**src/tmr_cc_pkg.sv**
```systemverilog
// Package: register map, field positions and carriers for the timer block
// Functional notes
// - Compare registers checked against counter every tick
// - Compare match raises flag and drives output pin
// - Compare writes use shared high byte latch
// - Capture event copies counter into capture register
// - First timer capture source: pin or comparator
// - Capture register may serve as counter top
// - Low byte read latches capture high byte
// - Request needs mask, global enable and flag
// - First timer capture enable at shared mask bit5
// - First timer compare A/B enables bits 4/3
// - First timer overflow enable at shared bit 2
// - Second timer capture enable at extended bit5
// - Second timer compare A/B enables bits 4/3
// - Second timer overflow bit2, compare C bit1
// - Extended mask absent in legacy mode
// - First timer compare C enable extended bit0
// - Flags clear on vector, written one or a read of the flag register
package tmr_cc_pkg;

    localparam logic [7:0] OFS_SH_MASK = 8'h00;
    localparam logic [7:0] OFS_SH_FLAG = 8'h04;
    localparam logic [7:0] OFS_EX_MASK = 8'h08;
    localparam logic [7:0] OFS_EX_FLAG = 8'h0C;
    localparam logic [7:0] OFS_CTRL = 8'h10;
    // Wide registers at 0x40 + 8*index, low byte +0, high byte +4
    localparam logic [1:0] WIDE_REGION = 2'b01;

    localparam int W_T1_A = 0;
    localparam int W_T1_B = 1;
    localparam int W_T1_C = 2;
    localparam int W_T3_A = 3;
    localparam int W_T3_B = 4;
    localparam int W_T3_C = 5;
    localparam int W_T1_CAP = 6;
    localparam int W_T3_CAP = 7;

    localparam int BIT_CAPT = 5;
    localparam int BIT_CMP_A = 4;
    localparam int BIT_CMP_B = 3;
    localparam int BIT_OVF = 2;
    localparam int BIT_T3_CMP_C = 1;
    localparam int BIT_T1_CMP_C = 0;

    localparam int CTRL_T1_ACMP = 0;
    localparam int CTRL_T1_RISE = 1;
    localparam int CTRL_T3_RISE = 2;

    localparam logic [7:0] SH_FLAG_IMPL = 8'h3C;
    localparam logic [7:0] EX_IMPL = 8'h3F;
    localparam logic [7:0] RST_MASK = 8'h00;
    localparam logic [7:0] RST_FLAG = 8'h00;
    localparam logic [2:0] RST_CTRL = 3'h0;
    localparam logic [15:0] RST_WIDE = 16'h0000;

    localparam logic [1:0] RESP_OKAY = 2'b00;
    localparam logic [1:0] RESP_DECERR = 2'b11;

    typedef struct packed {
        logic [7:0] ext;
        logic [7:0] shared;
    } irq_set_s;

endpackage

```
**src/timer_cc_irq.sv**
```systemverilog
// Compare/capture registers and interrupt flags of two 16-bit timers
module timer_cc_irq (
    // Clock and reset
    input wire logic aclk,
    input wire logic aresetn,
    // AXI4-Lite write address
    input wire logic [7:0] s_axi_awaddr,
    input wire logic s_axi_awvalid,
    output logic s_axi_awready,
    // AXI4-Lite write data
    input wire logic [31:0] s_axi_wdata,
    input wire logic [3:0] s_axi_wstrb,
    input wire logic s_axi_wvalid,
    output logic s_axi_wready,
    // AXI4-Lite write response
    output logic [1:0] s_axi_bresp,
    output logic s_axi_bvalid,
    input wire logic s_axi_bready,
    // AXI4-Lite read address
    input wire logic [7:0] s_axi_araddr,
    input wire logic s_axi_arvalid,
    output logic s_axi_arready,
    // AXI4-Lite read data
    output logic [31:0] s_axi_rdata,
    output logic [1:0] s_axi_rresp,
    output logic s_axi_rvalid,
    input wire logic s_axi_rready,
    // Counter side, same clock
    input wire logic [15:0] counter_value_t1,
    input wire logic [15:0] counter_value_t3,
    input wire logic [1:0] timer_tick,
    input wire logic [1:0] overflow_evt,
    input wire logic [1:0] capture_as_top,
    // CPU side, same clock
    input wire logic global_irq_en,
    input wire logic legacy_mode,
    input wire tmr_cc_pkg::irq_set_s vector_ack,
    // Asynchronous pins
    input wire logic [1:0] capture_input_pin,
    input wire logic analog_cmp_out,
    // Results
    output logic [5:0] compare_output_pin,
    output logic [15:0] first_timer_capture_value,
    output logic [15:0] second_timer_capture_value,
    output tmr_cc_pkg::irq_set_s irq_req,
    output logic irq
);

    function automatic logic is_wide(input logic [7:0] a);
        is_wide = (a[7:6] == tmr_cc_pkg::WIDE_REGION) && (a[1:0] == 2'b00);
    endfunction

    function automatic logic [7:0] impl_w1c(input logic [7:0] flags,
                                             input logic [7:0] impl);
        impl_w1c = flags & impl;
    endfunction

    logic [15:0] wide_r [0:7];
    logic [7:0] temp_r;
    logic [7:0] sh_mask_r;
    logic [7:0] ex_mask_r;
    logic [7:0] sh_flag_r;
    logic [7:0] ex_flag_r;
    logic [7:0] sh_flag_nxt;
    logic [7:0] ex_flag_nxt;
    logic [2:0] ctrl_r;
    logic [5:0] match_r;
    logic [5:0] cmp_pin_r;
    logic [2:0] pin_s1_r;
    logic [2:0] pin_s2_r;
    logic [2:0] pin_s3_r;

    logic aw_held_r;
    logic w_held_r;
    logic [7:0] aw_addr_r;
    logic [7:0] w_data_r;
    logic w_strb0_r;
    logic bvalid_r;
    logic [1:0] bresp_r;
    logic rvalid_r;
    logic [31:0] rdata_r;
    logic [1:0] rresp_r;

    // Write channel decode
    wire wr_go = aw_held_r & w_held_r & ~bvalid_r;
    wire wr_en = wr_go & w_strb0_r;
    wire wr_wide = is_wide(aw_addr_r);
    wire [2:0] wr_idx = aw_addr_r[5:3];
    wire wr_hi = aw_addr_r[2];
    wire wr_sh_mask = aw_addr_r == tmr_cc_pkg::OFS_SH_MASK;
    wire wr_sh_flag = aw_addr_r == tmr_cc_pkg::OFS_SH_FLAG;
    wire wr_ex_mask = aw_addr_r == tmr_cc_pkg::OFS_EX_MASK;
    wire wr_ex_flag = aw_addr_r == tmr_cc_pkg::OFS_EX_FLAG;
    wire wr_ctrl = aw_addr_r == tmr_cc_pkg::OFS_CTRL;
    wire wr_hit = wr_wide | wr_sh_mask | wr_sh_flag | wr_ex_mask
        | wr_ex_flag | wr_ctrl;

    // Read channel decode
    wire rd_go = s_axi_arvalid & ~rvalid_r;
    wire [7:0] ra = s_axi_araddr;
    wire rd_wide = is_wide(ra);
    wire [2:0] rd_idx = ra[5:3];
    wire rd_hi = ra[2];
    wire rd_sh_mask = ra == tmr_cc_pkg::OFS_SH_MASK;
    wire rd_sh_flag = ra == tmr_cc_pkg::OFS_SH_FLAG;
    wire rd_ex_mask = ra == tmr_cc_pkg::OFS_EX_MASK;
    wire rd_ex_flag = ra == tmr_cc_pkg::OFS_EX_FLAG;
    wire rd_ctrl = ra == tmr_cc_pkg::OFS_CTRL;
    wire rd_hit = rd_wide | rd_sh_mask | rd_sh_flag | rd_ex_mask
        | rd_ex_flag | rd_ctrl;

    // Extended mask vanishes in legacy mode
    wire [7:0] ex_mask_eff = legacy_mode ? 8'h00 : ex_mask_r;

    wire [7:0] rd_byte =
        rd_wide ? (rd_hi ? temp_r : wide_r[rd_idx][7:0]) :
        rd_sh_mask ? sh_mask_r :
        rd_sh_flag ? impl_w1c(sh_flag_r, tmr_cc_pkg::SH_FLAG_IMPL) :
        rd_ex_mask ? ex_mask_eff :
        rd_ex_flag ? impl_w1c(ex_flag_r, tmr_cc_pkg::EX_IMPL) :
        rd_ctrl ? {5'h00, ctrl_r} : 8'h00;

    // Compare against running counter on each timer tick
    wire [5:0] match_w;
    assign match_w[0] = timer_tick[0]
        & (counter_value_t1 == wide_r[tmr_cc_pkg::W_T1_A]);
    assign match_w[1] = timer_tick[0]
        & (counter_value_t1 == wide_r[tmr_cc_pkg::W_T1_B]);
    assign match_w[2] = timer_tick[0]
        & (counter_value_t1 == wide_r[tmr_cc_pkg::W_T1_C]);
    assign match_w[3] = timer_tick[1]
        & (counter_value_t3 == wide_r[tmr_cc_pkg::W_T3_A]);
    assign match_w[4] = timer_tick[1]
        & (counter_value_t3 == wide_r[tmr_cc_pkg::W_T3_B]);
    assign match_w[5] = timer_tick[1]
        & (counter_value_t3 == wide_r[tmr_cc_pkg::W_T3_C]);

    // Capture edges; index 0 first pin, 1 second pin, 2 comparator
    wire [2:0] rise_w = pin_s2_r & ~pin_s3_r;
    wire [2:0] fall_w = ~pin_s2_r & pin_s3_r;
    wire t1_src_rise = ctrl_r[tmr_cc_pkg::CTRL_T1_ACMP] ?
        rise_w[2] : rise_w[0];
    wire t1_src_fall = ctrl_r[tmr_cc_pkg::CTRL_T1_ACMP] ?
        fall_w[2] : fall_w[0];
    wire t1_edge = ctrl_r[tmr_cc_pkg::CTRL_T1_RISE] ?
        t1_src_rise : t1_src_fall;
    wire t3_edge = ctrl_r[tmr_cc_pkg::CTRL_T3_RISE] ?
        rise_w[1] : fall_w[1];
    // Top mode disconnects the pin, so no capture can corrupt the top
    wire cap1 = t1_edge & ~capture_as_top[0];
    wire cap3 = t3_edge & ~capture_as_top[1];
    wire top1 = capture_as_top[0] & timer_tick[0]
        & (counter_value_t1 == wide_r[tmr_cc_pkg::W_T1_CAP]);
    wire top3 = capture_as_top[1] & timer_tick[1]
        & (counter_value_t3 == wide_r[tmr_cc_pkg::W_T3_CAP]);

    // Flag sources
    wire [7:0] sh_set = {2'b00, cap1 | top1, match_r[0], match_r[1],
        overflow_evt[0], 2'b00};
    wire [7:0] ex_set = {2'b00, cap3 | top3, match_r[3], match_r[4],
        overflow_evt[1], match_r[5], match_r[2]};
    wire rd_clr_sh = rd_go & rd_sh_flag;
    wire rd_clr_ex = rd_go & rd_ex_flag;
    wire [7:0] sh_clr = vector_ack.shared
        | ((wr_en & wr_sh_flag) ? w_data_r : 8'h00)
        | (rd_clr_sh ? 8'hFF : 8'h00);
    wire [7:0] ex_clr = vector_ack.ext
        | ((wr_en & wr_ex_flag) ? w_data_r : 8'h00)
        | (rd_clr_ex ? 8'hFF : 8'h00);

    // A set in the clearing cycle is kept
    assign sh_flag_nxt = ((sh_flag_r & ~sh_clr) | sh_set)
        & tmr_cc_pkg::SH_FLAG_IMPL;
    assign ex_flag_nxt = ((ex_flag_r & ~ex_clr) | ex_set)
        & tmr_cc_pkg::EX_IMPL;

    // Interrupt gating: flag, mask and global enable
    assign irq_req.shared = global_irq_en ?
        (sh_flag_r & sh_mask_r & tmr_cc_pkg::SH_FLAG_IMPL) : 8'h00;
    assign irq_req.ext = global_irq_en ?
        (ex_flag_r & ex_mask_eff & tmr_cc_pkg::EX_IMPL) : 8'h00;
    assign irq = |irq_req;

    assign compare_output_pin = cmp_pin_r;
    assign first_timer_capture_value = wide_r[tmr_cc_pkg::W_T1_CAP];
    assign second_timer_capture_value = wide_r[tmr_cc_pkg::W_T3_CAP];

    assign s_axi_awready = ~aw_held_r & ~bvalid_r;
    assign s_axi_wready = ~w_held_r & ~bvalid_r;
    assign s_axi_bvalid = bvalid_r;
    assign s_axi_bresp = bresp_r;
    assign s_axi_arready = ~rvalid_r;
    assign s_axi_rvalid = rvalid_r;
    assign s_axi_rdata = rdata_r;
    assign s_axi_rresp = rresp_r;

    // Pin synchronisers
    always_ff @(posedge aclk) begin
        if (!aresetn) begin
            pin_s1_r <= 3'h0;
            pin_s2_r <= 3'h0;
            pin_s3_r <= 3'h0;
        end else begin
            pin_s1_r <= {analog_cmp_out, capture_input_pin};
            pin_s2_r <= pin_s1_r;
            pin_s3_r <= pin_s2_r;
        end
    end

    // Flag rises two cycles after the match tick
    always_ff @(posedge aclk) begin
        if (!aresetn) begin
            match_r <= 6'h00;
            cmp_pin_r <= 6'h00;
        end else begin
            match_r <= match_w;
            cmp_pin_r <= cmp_pin_r ^ match_r;
        end
    end

    always_ff @(posedge aclk) begin
        if (!aresetn) begin
            sh_flag_r <= tmr_cc_pkg::RST_FLAG;
            ex_flag_r <= tmr_cc_pkg::RST_FLAG;
        end else begin
            sh_flag_r <= sh_flag_nxt;
            ex_flag_r <= ex_flag_nxt;
        end
    end

    // Mask and control registers
    always_ff @(posedge aclk) begin
        if (!aresetn) begin
            sh_mask_r <= tmr_cc_pkg::RST_MASK;
            ex_mask_r <= tmr_cc_pkg::RST_MASK;
            ctrl_r <= tmr_cc_pkg::RST_CTRL;
        end else begin
            if (wr_en && wr_sh_mask) begin
                sh_mask_r <= w_data_r;
            end
            if (wr_en && wr_ex_mask && !legacy_mode) begin
                ex_mask_r <= w_data_r & tmr_cc_pkg::EX_IMPL;
            end
            if (wr_en && wr_ctrl) begin
                ctrl_r <= w_data_r[2:0];
            end
        end
    end

    // Shared high byte latch; a write wins over a read's latch
    always_ff @(posedge aclk) begin
        if (!aresetn) begin
            temp_r <= 8'h00;
        end else if (wr_en && wr_wide && wr_hi) begin
            temp_r <= w_data_r;
        end else if (rd_go && rd_wide && !rd_hi) begin
            temp_r <= wide_r[rd_idx][15:8];
        end
    end

    // Sixteen-bit registers; capture beats a same-cycle write
    always_ff @(posedge aclk) begin
        if (!aresetn) begin
            for (int i = 0; i < 8; i++) begin
                wide_r[i] <= tmr_cc_pkg::RST_WIDE;
            end
        end else begin
            if (wr_en && wr_wide && !wr_hi) begin
                wide_r[wr_idx] <= {temp_r, w_data_r};
            end
            if (cap1) begin
                wide_r[tmr_cc_pkg::W_T1_CAP] <= counter_value_t1;
            end
            if (cap3) begin
                wide_r[tmr_cc_pkg::W_T3_CAP] <= counter_value_t3;
            end
        end
    end

    // AXI write side: address and data taken in either order
    always_ff @(posedge aclk) begin
        if (!aresetn) begin
            aw_held_r <= 1'b0;
            w_held_r <= 1'b0;
            aw_addr_r <= 8'h00;
            w_data_r <= 8'h00;
            w_strb0_r <= 1'b0;
            bvalid_r <= 1'b0;
            bresp_r <= tmr_cc_pkg::RESP_OKAY;
        end else begin
            if (s_axi_awvalid && s_axi_awready) begin
                aw_held_r <= 1'b1;
                aw_addr_r <= s_axi_awaddr;
            end
            if (s_axi_wvalid && s_axi_wready) begin
                w_held_r <= 1'b1;
                w_data_r <= s_axi_wdata[7:0];
                w_strb0_r <= s_axi_wstrb[0];
            end
            if (wr_go) begin
                aw_held_r <= 1'b0;
                w_held_r <= 1'b0;
                bvalid_r <= 1'b1;
                bresp_r <= wr_hit ? tmr_cc_pkg::RESP_OKAY
                    : tmr_cc_pkg::RESP_DECERR;
            end else if (bvalid_r && s_axi_bready) begin
                bvalid_r <= 1'b0;
            end
        end
    end

    // AXI read side: data one edge after the address is taken
    always_ff @(posedge aclk) begin
        if (!aresetn) begin
            rvalid_r <= 1'b0;
            rdata_r <= 32'h0000_0000;
            rresp_r <= tmr_cc_pkg::RESP_OKAY;
        end else if (rd_go) begin
            rvalid_r <= 1'b1;
            rdata_r <= {24'h00_0000, rd_byte};
            rresp_r <= rd_hit ? tmr_cc_pkg::RESP_OKAY
                : tmr_cc_pkg::RESP_DECERR;
        end else if (rvalid_r && s_axi_rready) begin
            rvalid_r <= 1'b0;
        end
    end

endmodule

```
**config.mk**
```make
export PLATFORM = sky130hd
export DESIGN_NAME = timer_cc_irq
export DESIGN_NICKNAME = d
export VERILOG_FILES = /design/src/tmr_cc_pkg.sv /design/src/timer_cc_irq.sv
export SDC_FILE = /design/constraint.sdc
export NUM_CORES = 1
export LEC_CHECK = 0
export BUFFER_PORTS_ARGS = -buffer_cell sky130_fd_sc_hd__buf_2
export CORE_MARGIN = 2
export CORE_UTILIZATION = 49
export CTS_BUF_LIST = sky130_fd_sc_hd__clkbuf_4
export CTS_CLUSTER_SIZE = 8
export DETAILED_ROUTE_END_ITERATION = 16
export PLACE_DENSITY_LB_ADDON = 0.3
export SETUP_SLACK_MARGIN = 0.2
export SLEW_MARGIN = 20
export SYNTH_ARGS = -nofsm -noshare
export SYNTH_HDL_FRONTEND = slang
export SYNTH_SLANG_ARGS = --single-unit
```
**constraint.sdc**
```tcl
create_clock -name aclk -period 3.84 [get_ports aclk]
set_input_delay 0.576 -clock aclk [delete_from_list [all_inputs] [get_ports aclk]]
set_output_delay 0.576 -clock aclk [all_outputs]
set_load 0.02 [all_outputs]
```
==> results of run 1 <==
-- flip-flops by register name (all words and copies together), names as in the netlist --
signal / cells
s_axi_rvalid: 1
w_strb0_r: 1
pin_s2_r: 3
s_axi_bvalid: 1
sh_mask_r: 8
ex_flag_r: 6
sh_flag_r: 4
pin_s1_r: 3
aw_held_r: 1
w_data_r: 8
ex_mask_r: 6
wide_r: 128
pin_s3_r: 3
s_axi_rresp: 1
ctrl_r: 3
aw_addr_r: 8
w_held_r: 1
temp_r: 8
s_axi_bresp: 1
compare_output_pin: 6
s_axi_rdata: 8
match_r: 6
-- through the flow --
stage | cell area [um2] | std cells | hold WS (ns)
global route | 13100 | 1565 | 0.0749
CTS | 13100 | 1564 | 0.0731
detailed placement | 12400 | 1463 | 0.423
finish | 13100 | 1565 | 0.123
floorplan | 11700 | 1099 | 0.412
global placement | 12400 | 1463 | 0.422
-- path summary, 6_finish.rpt --
check                           end  slack, ns
max          wide_r[6][1]$_DFFE_PP_       1.28
min          pin_s1_r[0]$_SDFF_PN0_       0.12
max reg2reg  wide_r[6][1]$_DFFE_PP_       1.28
min reg2reg  pin_s2_r[2]$_SDFF_PN0_       0.43
-- layout make-up --
type                    instances  area (um2)
diodes                          1        2.50
inverters                      22        82.6
repair buffers                167         878
clock inverters                13        50.0
flip-flops and latches        215        5590
well taps                     319         399
fillers                      2106       10300
multi-input cells             740        5450
clock buffers                  88         661
-- kinds of logic (layout without fill, tap and decap cells) --
group	Yosys count	after routing	share of synthesized area
multiplexers	65	65	0.0918
AND/OR/NAND/NOR	362	362	0.181
XOR/XNOR	134	134	0.101
other	1	31	0.000323
flip-flops	215	215	0.481
AO/OA/AOI/OAI	149	149	0.0857
buffers and inverters	144	290	0.0598
-- layout by cell type (no fill, tap or decap), drive strengths merged, types with 17 or more instances in the layout --
cell / Yosys / layout
o21ai: 46 / 46
a21boi: 20 / 20
xnor2: 27 / 27
a22o: 17 / 17
nand3: 25 / 25
edfxtp: 128 / 128
nand2: 66 / 66
nor2: 26 / 26
buf: 54 / 167
mux2i: 30 / 30
dfxtp: 87 / 87
mux4: 33 / 33
nand4: 17 / 17
nor2b: 28 / 28
nor4: 23 / 23
nor3: 25 / 25
clkbuf: 68 / 88
xor2: 107 / 107
and2: 109 / 109
inv: 22 / 23
conb: 1 / 30
-- power by group --
group | switching, mW | internal (mW) | total, mW
logic | 0.349 | 0.215 | 0.564
registers | 0.109 | 2.52 | 2.62
clock network | 0.925 | 1.03 | 1.96
total | 1.38 | 3.76 | 5.15
-- worst max-delay path, cell delays in order (launching register included) --
cell	delay, ns
dfxtp_1	0.38
and3b_1	0.37
nand3_1	0.35
nor2_2	0.19
buf_4	0.23
nand3b_1	0.66
-- routing by layer --
layer | up-vias | global-route usage | wire length (um)
li1 | 4044 | - | -
met1 | 4355 | 0.387 | 14200
met2 | 478 | 0.447 | 16300
met3 | 47 | 0.0482 | 3320
met4 | 0 | 0.0772 | 656
met5 | - | 0 | 0
==> summary.txt, run 1 <==
Timing
  • Setup ws final: 1.28 ns
  • Tcrit/Tclk final: 0.666
  • Final hold violations: 0
  • Setup Skew: 0.0292 ns
  • Final setup vio count: 0
  • Setup TNS: 0 ns
  • Max-Slew Margin vs Limit: 0.357
  • Final min period: 2.56 ns
  • RSZ-0062 raised after global routing: no
  • Slew at the pin closest to its max-slew limit: 0.961 ns
  • Achievable Freq: 391 MHz
  • Fin. max-slew vios: 0

Die
  • Die H: 158 um
  • Rows: 56
  • Full die area: 25000 um2
  • Die span in x: 158 um
  • Core region area: 23400 um2
  • Initial Utilization: 0.496
  • Ports: 214

CTS
  • PostCTS Resize Cnt: 0
  • Max clock buf depth: 3
  • CTS Hold Buffers Added: 0
  • CTS Buf Count: 58
  • Reg clk slew, reported paths: 0.07 ns
  • H-tree depth: 2
  • Clock Latency Late Sink: 0.68 ns
  • Post-CTS setup buffer count: 0
  • TritonCTS clock tree: built
  • Clock sink total: 215
  • Root buffer cell: clkbuf_4

Detailed routing
  • Vias: 8924
  • DR vias/cell: 5.70
  • 1st-iter DRT viols: about 810
  • Wire length per cell: 22.0 um
  • Routed Antenna Nets: 0
  • DRT Wirelength: 34400 um
  • Pre-antenna DRT Iters: 5
  • DRC violations left: 0

Setup path
  • Data arrival, critical path: 2.85 ns
  • Worst r2r path cells: 5
  • Crit Path Max Fanout: 17
  • Worst EP required: just over 4 ns
  • R2r startpoint: s_axi_bvalid$_SDFFE_PN0P_
  • Critical path class: register to register
  • Worst Setup SP: s_axi_bvalid$_SDFFE_PN0P_
  • Startpoint Class: register
  • CP Capture Type: register

Power
  • LEAKAGE: between 5 and 6 nW
  • Tot Pwr: 5.15 mW
  • PwrDens: 393 nW/um2
  • VDD IR max: 0.164 mV

Global route
  • Vias in the first global route: 8429
  • Global-route wire length before repair: 50800 um
  • Gr ovfl total: 0
  • Total GRT Usage: 0.277
  • Largest net degree at the start of global routing: 65
  • Initial antenna violation count: 1

Worst hold path
  • Hold path depth: 2
  • Hold_sp: capture_input_pin[0]
  • Hold/Removal Path Class: input port to register

Placed design
  • GPL Wtd Cong: 0.903
  • DP Worst Slack: 1.12 ns
  • IO buf count: 150
  • HPWL Detailed: 25600 um

Yosys
  • Area of the mapped netlist: about 12000 um2
  • Post-synth EDFFs: 128
  • Synth area leader: edfxtp_1
  • Post-synth top flop: edfxtp_1
  • Mapped Cells: 1070
  • Warnings, synthesis: 0
  • Largest cells by area after synthesis: edfxtp_1 (33%), dfxtp_1 (15%), xor2_1 (8.1%), mux4_2 (6.4%), and2_1 (5.9%)
  • Seq cells post-synth: 215
  • Seq/Total Area, Yosys: 0.481
  • Async set or reset register ratio after synthesis: 0
  • Most frequent cell after synthesis: edfxtp_1
  • Post-synth top cells: edfxtp_1 (128), and2_1 (109), xor2_1 (107), dfxtp_1 (87), clkbuf_1 (66)
  • Synth Area per Inst: 10.9 um2
  • Post-synth cell types: 63
  • Top-area cell type share of the netlist area: 0.331

Cells and area
  • Layout Nets: around 1300
  • Core Util, Final: 0.560
  • P&R area growth vs syn: 12.8%
  • Layout cell share with drive strength beyond 1: 0.247

Status
  • Status: finished clean

Flow run
  • MaxCap Viol Count: 0
(Power assumes the default switching activity.)
==> run 2: changes to the inputs <==
==> constraint.sdc (replaced) <==
create_clock -name aclk -period 2.5 [get_ports aclk]
set_input_delay 0.375 -clock aclk [delete_from_list [all_inputs] [get_ports aclk]]
set_output_delay 0.375 -clock aclk [all_outputs]
set_load 0.02 [all_outputs]
==> summary.txt, run 2 (synthesis gave the netlist of run 1 again) <==
Status
  • Status: finished clean (unchanged)

Detailed routing
  • Pre-antenna DRT Iters: 5 (unchanged)
  • Vias: 8954 (was 8924)
  • DR vias/cell: 5.58 (was 5.70)
  • 1st-iter DRT viols: 943 (was 813)
  • DRT Wirelength: 35000 um (was 34400 um)
  • DRC violations left: 0 (unchanged)
  • Wire length per cell: 21.8 um (was 22.0 um)
  • Routed Antenna Nets: 0 (unchanged)

Global route
  • Global-route wire length before repair: 51500 um (was 50800 um)
  • Gr ovfl total: 0 (unchanged)
  • Total GRT Usage: 0.282 (was 0.277)
  • Initial antenna violation count: 2 (was 1)
  • Vias in the first global route: 8576 (was 8429)
  • Largest net degree at the start of global routing: 38 (was 65)

Cells and area
  • Max reg flops: 128 (unchanged)
  • P&R area growth vs syn: 16.9% (was 12.8%)
  • Commonest non-fill, non-tap cell in the layout: buf_2 (unchanged)
  • Layout Nets: 1361 (was 1322)
  • Largest Register: wide_r (unchanged)
  • Core Util, Final: 0.580 (was 0.560)
  • Final std cells w/o fill: 1606 (was 1565)
  • Most frequent cells in the layout: buf_2 (150), edfxtp_1 (128), and2_1 (109) (unchanged)
  • Layout cell share with drive strength beyond 1: 0.263 (was 0.247)

Timing
  • Max-Slew Margin vs Limit: 0.418 (was 0.357)
  • Final hold violations: 0 (unchanged)
  • RSZ-0062 raised after global routing: no (unchanged)
  • Tcrit/Tclk final: 0.849
  • Final setup vio count: 0 (unchanged)
  • Achievable Freq: roughly 470 MHz
  • Slew at the pin closest to its max-slew limit: 0.872 ns (was 0.961 ns)
  • Setup Skew: 0.0285 ns (was 0.0292 ns)
  • Fin. max-slew vios: 0 (unchanged)
  • Final min period: 2.12 ns

Power
  • PwrDens: 598 nW/um2 (was 393 nW/um2)
  • LEAKAGE: 5.58 nW (was 5.34 nW)
  • VDD IR max: 0.265 mV (was 0.164 mV)

Die
  • Initial Utilization: 0.496 (unchanged)
  • Die H: 158 um (unchanged)
  • Core region area: 23400 um2 (unchanged)
  • Ports: 214 (unchanged)
  • Die span in x: 158 um (unchanged)
  • Full die area: 25000 um2 (unchanged)
  • Rows: 56 (unchanged)

CTS
  • Clock Latency Late Sink: 0.67 ns (was 0.68 ns)
  • Post-CTS setup buffer count: 0 (unchanged)
  • Root buffer cell: clkbuf_4 (unchanged)
  • H-tree depth: 2 (unchanged)
  • Max clock buf depth: 3 (unchanged)
  • TritonCTS clock tree: built (unchanged)
  • Reg clk slew, reported paths: 0.06 ns (was 0.07 ns)
  • CTS Buf Count: 55 (was 58)
  • Clock sink total: 215 (unchanged)

Placed design
  • Inst Count DP: 1481 (was 1463)
  • GPL Wtd Cong: 0.932 (was 0.903)
  • HPWL Detailed: 25900 um (was 25600 um)
  • IO buf count: 150 (unchanged)

Setup path
  • Data arrival, critical path: 1.75 ns (was 2.85 ns)
  • CP Cell Sequence: and3_1, nor4_4, o21ai_0, buf_2 (was and3b_1, nand3_1, nor2_2, buf_4, nand3b_1)
  • CP Capture Type: output pin (was register)
  • Crit Path Max Fanout: 3 (was 17)
  • Max stage delay cell, worst path: dfxtp_1 (was nand3b_1)
  • Startpoint Class: register (unchanged)
  • CP peak stage delay: 0.34 ns (was 0.66 ns)
  • Worst EP required: 2.12 ns (was 4.13 ns)
  • Critical path class: register to output pin (was register to register)

Flow run
  • MaxCap Viol Count: 0 (unchanged)

Worst hold path
  • Hold/Removal Path Class: input port to register (unchanged)
## run 2: cell types whose count changed in the layout (fill, tap and decap cells not counted), sizes merged
cell and change:
buf +18, clkbuf +11, clkinv -11, inv -1, dlygate4sd3 +24
## run 2: cell type report
type,instances,area [um2]
diodes,1,2.50
well taps,319,399
fillers,2049,9820
clock inverters,1,3.75
multi-input cells,740,5470
inverters,22,82.6
repair buffers,209,1290
clock buffers,99,743
flip-flops and latches,215,5590
## run 2: worst paths after layout
check	endpoint	startpoint	cells past startpoint	slack, ns
worst max register to register	wide_r[1][3]$_SDFFCE_PN0P_	s_axi_bvalid$_SDFFE_PN0P_	5	0.40
worst max-delay path	irq	sh_flag_r[3]$_SDFF_PN0_	4	0.38
worst min-delay path	s_axi_bvalid$_SDFFE_PN0P_	s_axi_bready	3	0.03
worst min register to register	pin_s2_r[1]$_SDFF_PN0_	pin_s1_r[1]$_SDFF_PN0_	1	0.43
## run 2: per-layer routing
| layer | up-vias | global-route usage | share of wire |
|---|---|---|---|
| met3 | 67 | 0.0597 | 0.096 |
| met4 | 2 | 0.0909 | 0.026 |
| met1 | 4301 | 0.387 | 0.41 |
| met5 | - | 0 | 0.00037 |
| li1 | 4103 | - | - |
| met2 | 481 | 0.450 | 0.47 |
## run 2: timing repair
| item | 4_1_cts | 5_1_grt |
|---|---|---|
| hold buffers | 24 | 0 |
| gates resized for setup | 0 | 2 |
| endpoints found under the hold margin | 23 | 0 |
| endpoints found under the setup margin | 0 | 1 |
## run 2: where the power goes
part           switching [mW]  internal (mW)
logic                   0.553          0.373
registers               0.165           3.86
clock network            1.42           1.75
## run 2: worst max-delay path, delay by kind of cell (launching register included)
kind | cells | cell delay (ns)
AO/OA/AOI/OAI | 1 | 0.11
AND/OR/NAND/NOR | 2 | 0.46
flip-flops | 1 | 0.34
buffers and inverters | 1 | 0.17
## run 2: per-stage QoR
step                      TNS [ns]  setup slack (ns)  hold WS [ns]  instance area [um2]  power, mW
after floorplan              -4.82            -0.130         0.412                11700       4.66
after global placement           0             0.448         0.420                12600       4.98
after detailed placement         0             0.409         0.422                12600       4.99
after CTS                        0             0.306       0.00901                13600       8.16
after global routing             0             0.225        0.0239                13600       8.43
final                            0             0.378        0.0296                13600       8.12
==> run 3: changes to the inputs <==
--- a/config.mk
+++ b/config.mk
@@ -5,6 +5,7 @@
 export SDC_FILE = /design/constraint.sdc
 export NUM_CORES = 1
 export LEC_CHECK = 0
+export ABC_AREA = 1
 export BUFFER_PORTS_ARGS = -buffer_cell sky130_fd_sc_hd__buf_2
 export CORE_MARGIN = 2
 export CORE_UTILIZATION = 49
==> constraint.sdc (replaced) <==
create_clock -name aclk -period 1.8 [get_ports aclk]
set_input_delay 0.27 -clock aclk [delete_from_list [all_inputs] [get_ports aclk]]
set_output_delay 0.27 -clock aclk [all_outputs]
set_load 0.02 [all_outputs]
==> summary.txt, run 3 <==
Global route
  • Initial antenna violation count: 2 (unchanged)
  • Global-route wire length before repair: 74700 um (was 51500 um)
  • Vias in the first global route: 12500 (was 8576)
  • Gr ovfl total: 0 (unchanged)
  • Total GRT Usage: 0.380 (was 0.282)
  • Largest net degree at the start of global routing: 34 (was 38)

Yosys
  • Synth area leader: edfxtp_1 (unchanged)
  • Post-synthesis xor/xnor area fraction: 0.0298 (was 0.101)
  • Most frequent cell after synthesis: nand2_1 (was edfxtp_1)
  • Mapped Cells: 1456 (was 1070)
  • Synth Area per Inst: 8.47 um2 (was 10.9 um2)
  • Simple-gate share of the synthesized area: 0.259 (was 0.181)
  • Post-synth EDFFs: 128 (unchanged)
  • Proportion of synthesized area in mux cells: 0 (was 0.0918)
  • Main combinational cell family by area after synthesis: simple AND/OR/NAND/NOR gates (unchanged)
  • Seq cells post-synth: 215 (unchanged)
  • Post-synth cell types: 43 (was 63)
  • Post-Synth Adder-Cell Area: 0 (unchanged)
  • Post-synth top flop: edfxtp_1 (unchanged)
  • Top-area cell type share of the netlist area: 0.312 (was 0.331)
  • Warnings, synthesis: 0 (unchanged)
  • Seq/Total Area, Yosys: 0.453 (was 0.481)
  • Largest cells by area after synthesis: edfxtp_1 (31%), dfxtp_1 (14%), nor3_2 (8.0%), nand2_1 (6.8%), inv_1 (4.9%) (was edfxtp_1 (33%), dfxtp_1 (15%), xor2_1 (8.1%), mux4_2 (6.4%), and2_1 (5.9%))
  • Post-synth top cells: nand2_1 (223), inv_1 (162), edfxtp_1 (128), nor2_1 (125), o21ai_0 (118) (was edfxtp_1 (128), and2_1 (109), xor2_1 (107), dfxtp_1 (87), clkbuf_1 (66))
  • Area of the mapped netlist: 12300 um2 (was 11600 um2)
  • Synth Area in Compound Gates: 0.153 (was 0.0857)
  • Async set or reset register ratio after synthesis: 0 (unchanged)

Timing
  • Achievable Freq: 487 MHz
  • Final setup vio count: 252 (was 0)
  • Final hold violations: 0 (unchanged)
  • Max-Slew Margin vs Limit: 0.461 (was 0.418)
  • Tcrit/Tclk final: 1.14
  • Setup ws final: -0.255 ns (was 0.378 ns)
  • RSZ-0062 raised after global routing: yes (was no)
  • Final min period: 2.05 ns
  • Setup Skew: 0.0710 ns (was 0.0285 ns)
  • Fin. max-slew vios: 0 (unchanged)
  • Slew at the pin closest to its max-slew limit: 0.808 ns (was 0.872 ns)
  • Hold Slack: 0.0438 ns (was 0.0296 ns)

Worst hold path
  • Hold/Removal Path Class: input port to register (unchanged)
  • Hold_sp: counter_value_t3[15] (was s_axi_bready)

Power
  • PwrDens: 694 nW/um2 (was 598 nW/um2)
  • VDD IR max: 0.520 mV (was 0.265 mV)
  • LEAKAGE: 8.04 nW (was 5.58 nW)
  • Tot Pwr: 12.7 mW (was 8.12 mW)

Detailed routing
  • DRC violations left: 0 (unchanged)
  • Wire length per cell: 23.6 um (was 21.8 um)
  • Routed Antenna Nets: 0 (unchanged)
  • 1st-iter DRT viols: 2081 (was 943)
  • DR vias/cell: 6.04 (was 5.58)
  • Vias: 13600 (was 8954)
  • DRT Wirelength: 53200 um (was 35000 um)
  • Pre-antenna DRT Iters: 7 (was 5)

CTS
  • TritonCTS clock tree: built (unchanged)
  • Root buffer cell: clkbuf_4 (unchanged)
  • Max clock buf depth: 3 (unchanged)
  • CTS Buf Count: 58 (was 55)
  • Clock sink total: 215 (unchanged)
  • Reg clk slew, reported paths: 0.07 ns (was 0.06 ns)
  • Clock Latency Late Sink: 0.75 ns (was 0.67 ns)
  • H-tree depth: 2 (unchanged)

Cells and area
  • P&R area growth vs syn: 47.9% (was 16.9%)
  • Most frequent cells in the layout: nand2_1 (209), inv_1 (146), buf_4 (134) (was buf_2 (150), edfxtp_1 (128), and2_1 (109))
  • Area taken by multi-input logic gates: 6540 um2 (was 5470 um2)
  • Fill cells: 1776 (was 2049)
  • Core Util, Final: 0.731 (was 0.580)
  • Largest Register: wide_r (unchanged)
  • Max reg flops: 128 (unchanged)
  • Layout Nets: 1992 (was 1361)
  • Final std cells w/o fill: 2250 (was 1606)
  • Layout cell share with drive strength beyond 1: 0.391 (was 0.263)
  • Commonest non-fill, non-tap cell in the layout: nand2_1 (was buf_2)
  • Register area: 5620 um2 (was 5590 um2)

Placed design
  • GPL Wtd Cong: 1.03 (was 0.932)
  • HPWL Detailed: 33500 um (was 25900 um)
  • IO buf count: 150 (unchanged)
  • Inst Count DP: 1973 (was 1481)

Flow run
  • MaxCap Viol Count: 0 (unchanged)

Setup path
  • CP Capture Type: output pin (unchanged)
  • Crit Path Max Fanout: 2 (was 3)
  • Data arrival, critical path: 1.78 ns (was 1.75 ns)
  • Startpoint Class: register (unchanged)
  • Worst Setup SP: ex_mask_r[1]$_SDFFE_PN0P_ (was sh_flag_r[3]$_SDFF_PN0_)
  • Worst EP required: 1.53 ns (was 2.12 ns)
  • Critical path class: register to output pin (unchanged)
  • R2r startpoint: w_held_r$_SDFFE_PP0P_ (was s_axi_bvalid$_SDFFE_PN0P_)

Status
  • Failing checks: setup timing
  • Status: finished, violations left (was finished clean)

Die
  • Core region area: 25000 um2 (was 23400 um2)
  • Die span in x: 163 um (was 158 um)
  • Rows: 58 (was 56)
  • Ports: 214 (unchanged)
  • Initial Utilization: 0.494 (was 0.496)
  • Die H: 163 um (was 158 um)
  • Full die area: 26500 um2 (was 25000 um2)
==> run 3: what timing repair did <==
| item | 4_1_cts | 5_1_grt |
|---|---|---|
| buffers inserted | 75 | 20 |
| setup endpoints to repair | 308 | 338 |
| hold endpoints to repair | 52 | 0 |
| hold buffers | 55 | 0 |
| resized for setup | 194 | 192 |
| pin swaps | 19 | 29 |
| gates cloned | 18 | 3 |
==> run 3: cells by family (layout without fill, tap and decap cells) <==
kind of cell	after synthesis	count (layout)
xor gates and xnor gates	42	42
buffers and inverters	284	717
and+or+nand+nor	589	590
DFF	215	215
AOI/OAI and AO/OA	325	325
other	1	31
==> run 3: through the flow <==
stage	area, um2	setup slack [ns]	TNS [ns]
floorplan	12600	-0.236	-16.42
global placement	14200	-0.0756	-4.33
detailed placement	14200	-0.0911	-6.43
CTS	17200	-0.226	-8.06
global route	18200	-0.403	-45.29
finish	18200	-0.255	-23.48
==> run 3: worst max-delay path, cell delays in order (launching register included) <==
cell     delay [ns]
dfxtp_2        0.32
nand2_2        0.08
nor3_2         0.06
nor4_2         0.32
nand4_1        0.12
buf_4          0.18
==> run 3: final cells by class <==
| cell class | count | area share |
|---|---|---|
| Multi-Input combinational cell | 987 | 0.358 |
| Tap cell | 330 | 0.0226 |
| Clock inverter | 14 | 0.00453 |
| Sequential cell | 215 | 0.308 |
| Inverter | 177 | 0.0371 |
| Antenna cell | 1 | 0.000137 |
| Clock buffer | 91 | 0.0375 |
| Timing Repair Buffer | 435 | 0.231 |
==> run 3: layer usage <==
layer	GRT usage	vias to the layer above	wire length (um)
met5	0	-	0
met4	0.236	0	3890
met3	0.0932	269	6790
met2	0.597	1129	24300
met1	0.474	6340	18300
li1	-	5855	-
==> run 3: path summary, 6_finish.rpt <==
check / to / depth (start not counted) / slack [ns]
worst min register to register: pin_s2_r[2]$_SDFF_PN0_ / 2 / 0.41
worst min-delay path: wide_r[7][15]$_DFFE_PP_ / 3 / 0.04
worst max-delay path: irq / 5 / -0.25
worst max register to register: wide_r[5][10]$_SDFFCE_PN0P_ / 9 / -0.20
==> run 3: power breakdown <==
part	internal (mW)	switching (mW)	total, mW
Clock	2.43	2.20	4.63
Combinational	0.893	1.59	2.48
Sequential	5.38	0.168	5.55
Total	8.70	3.96	12.7
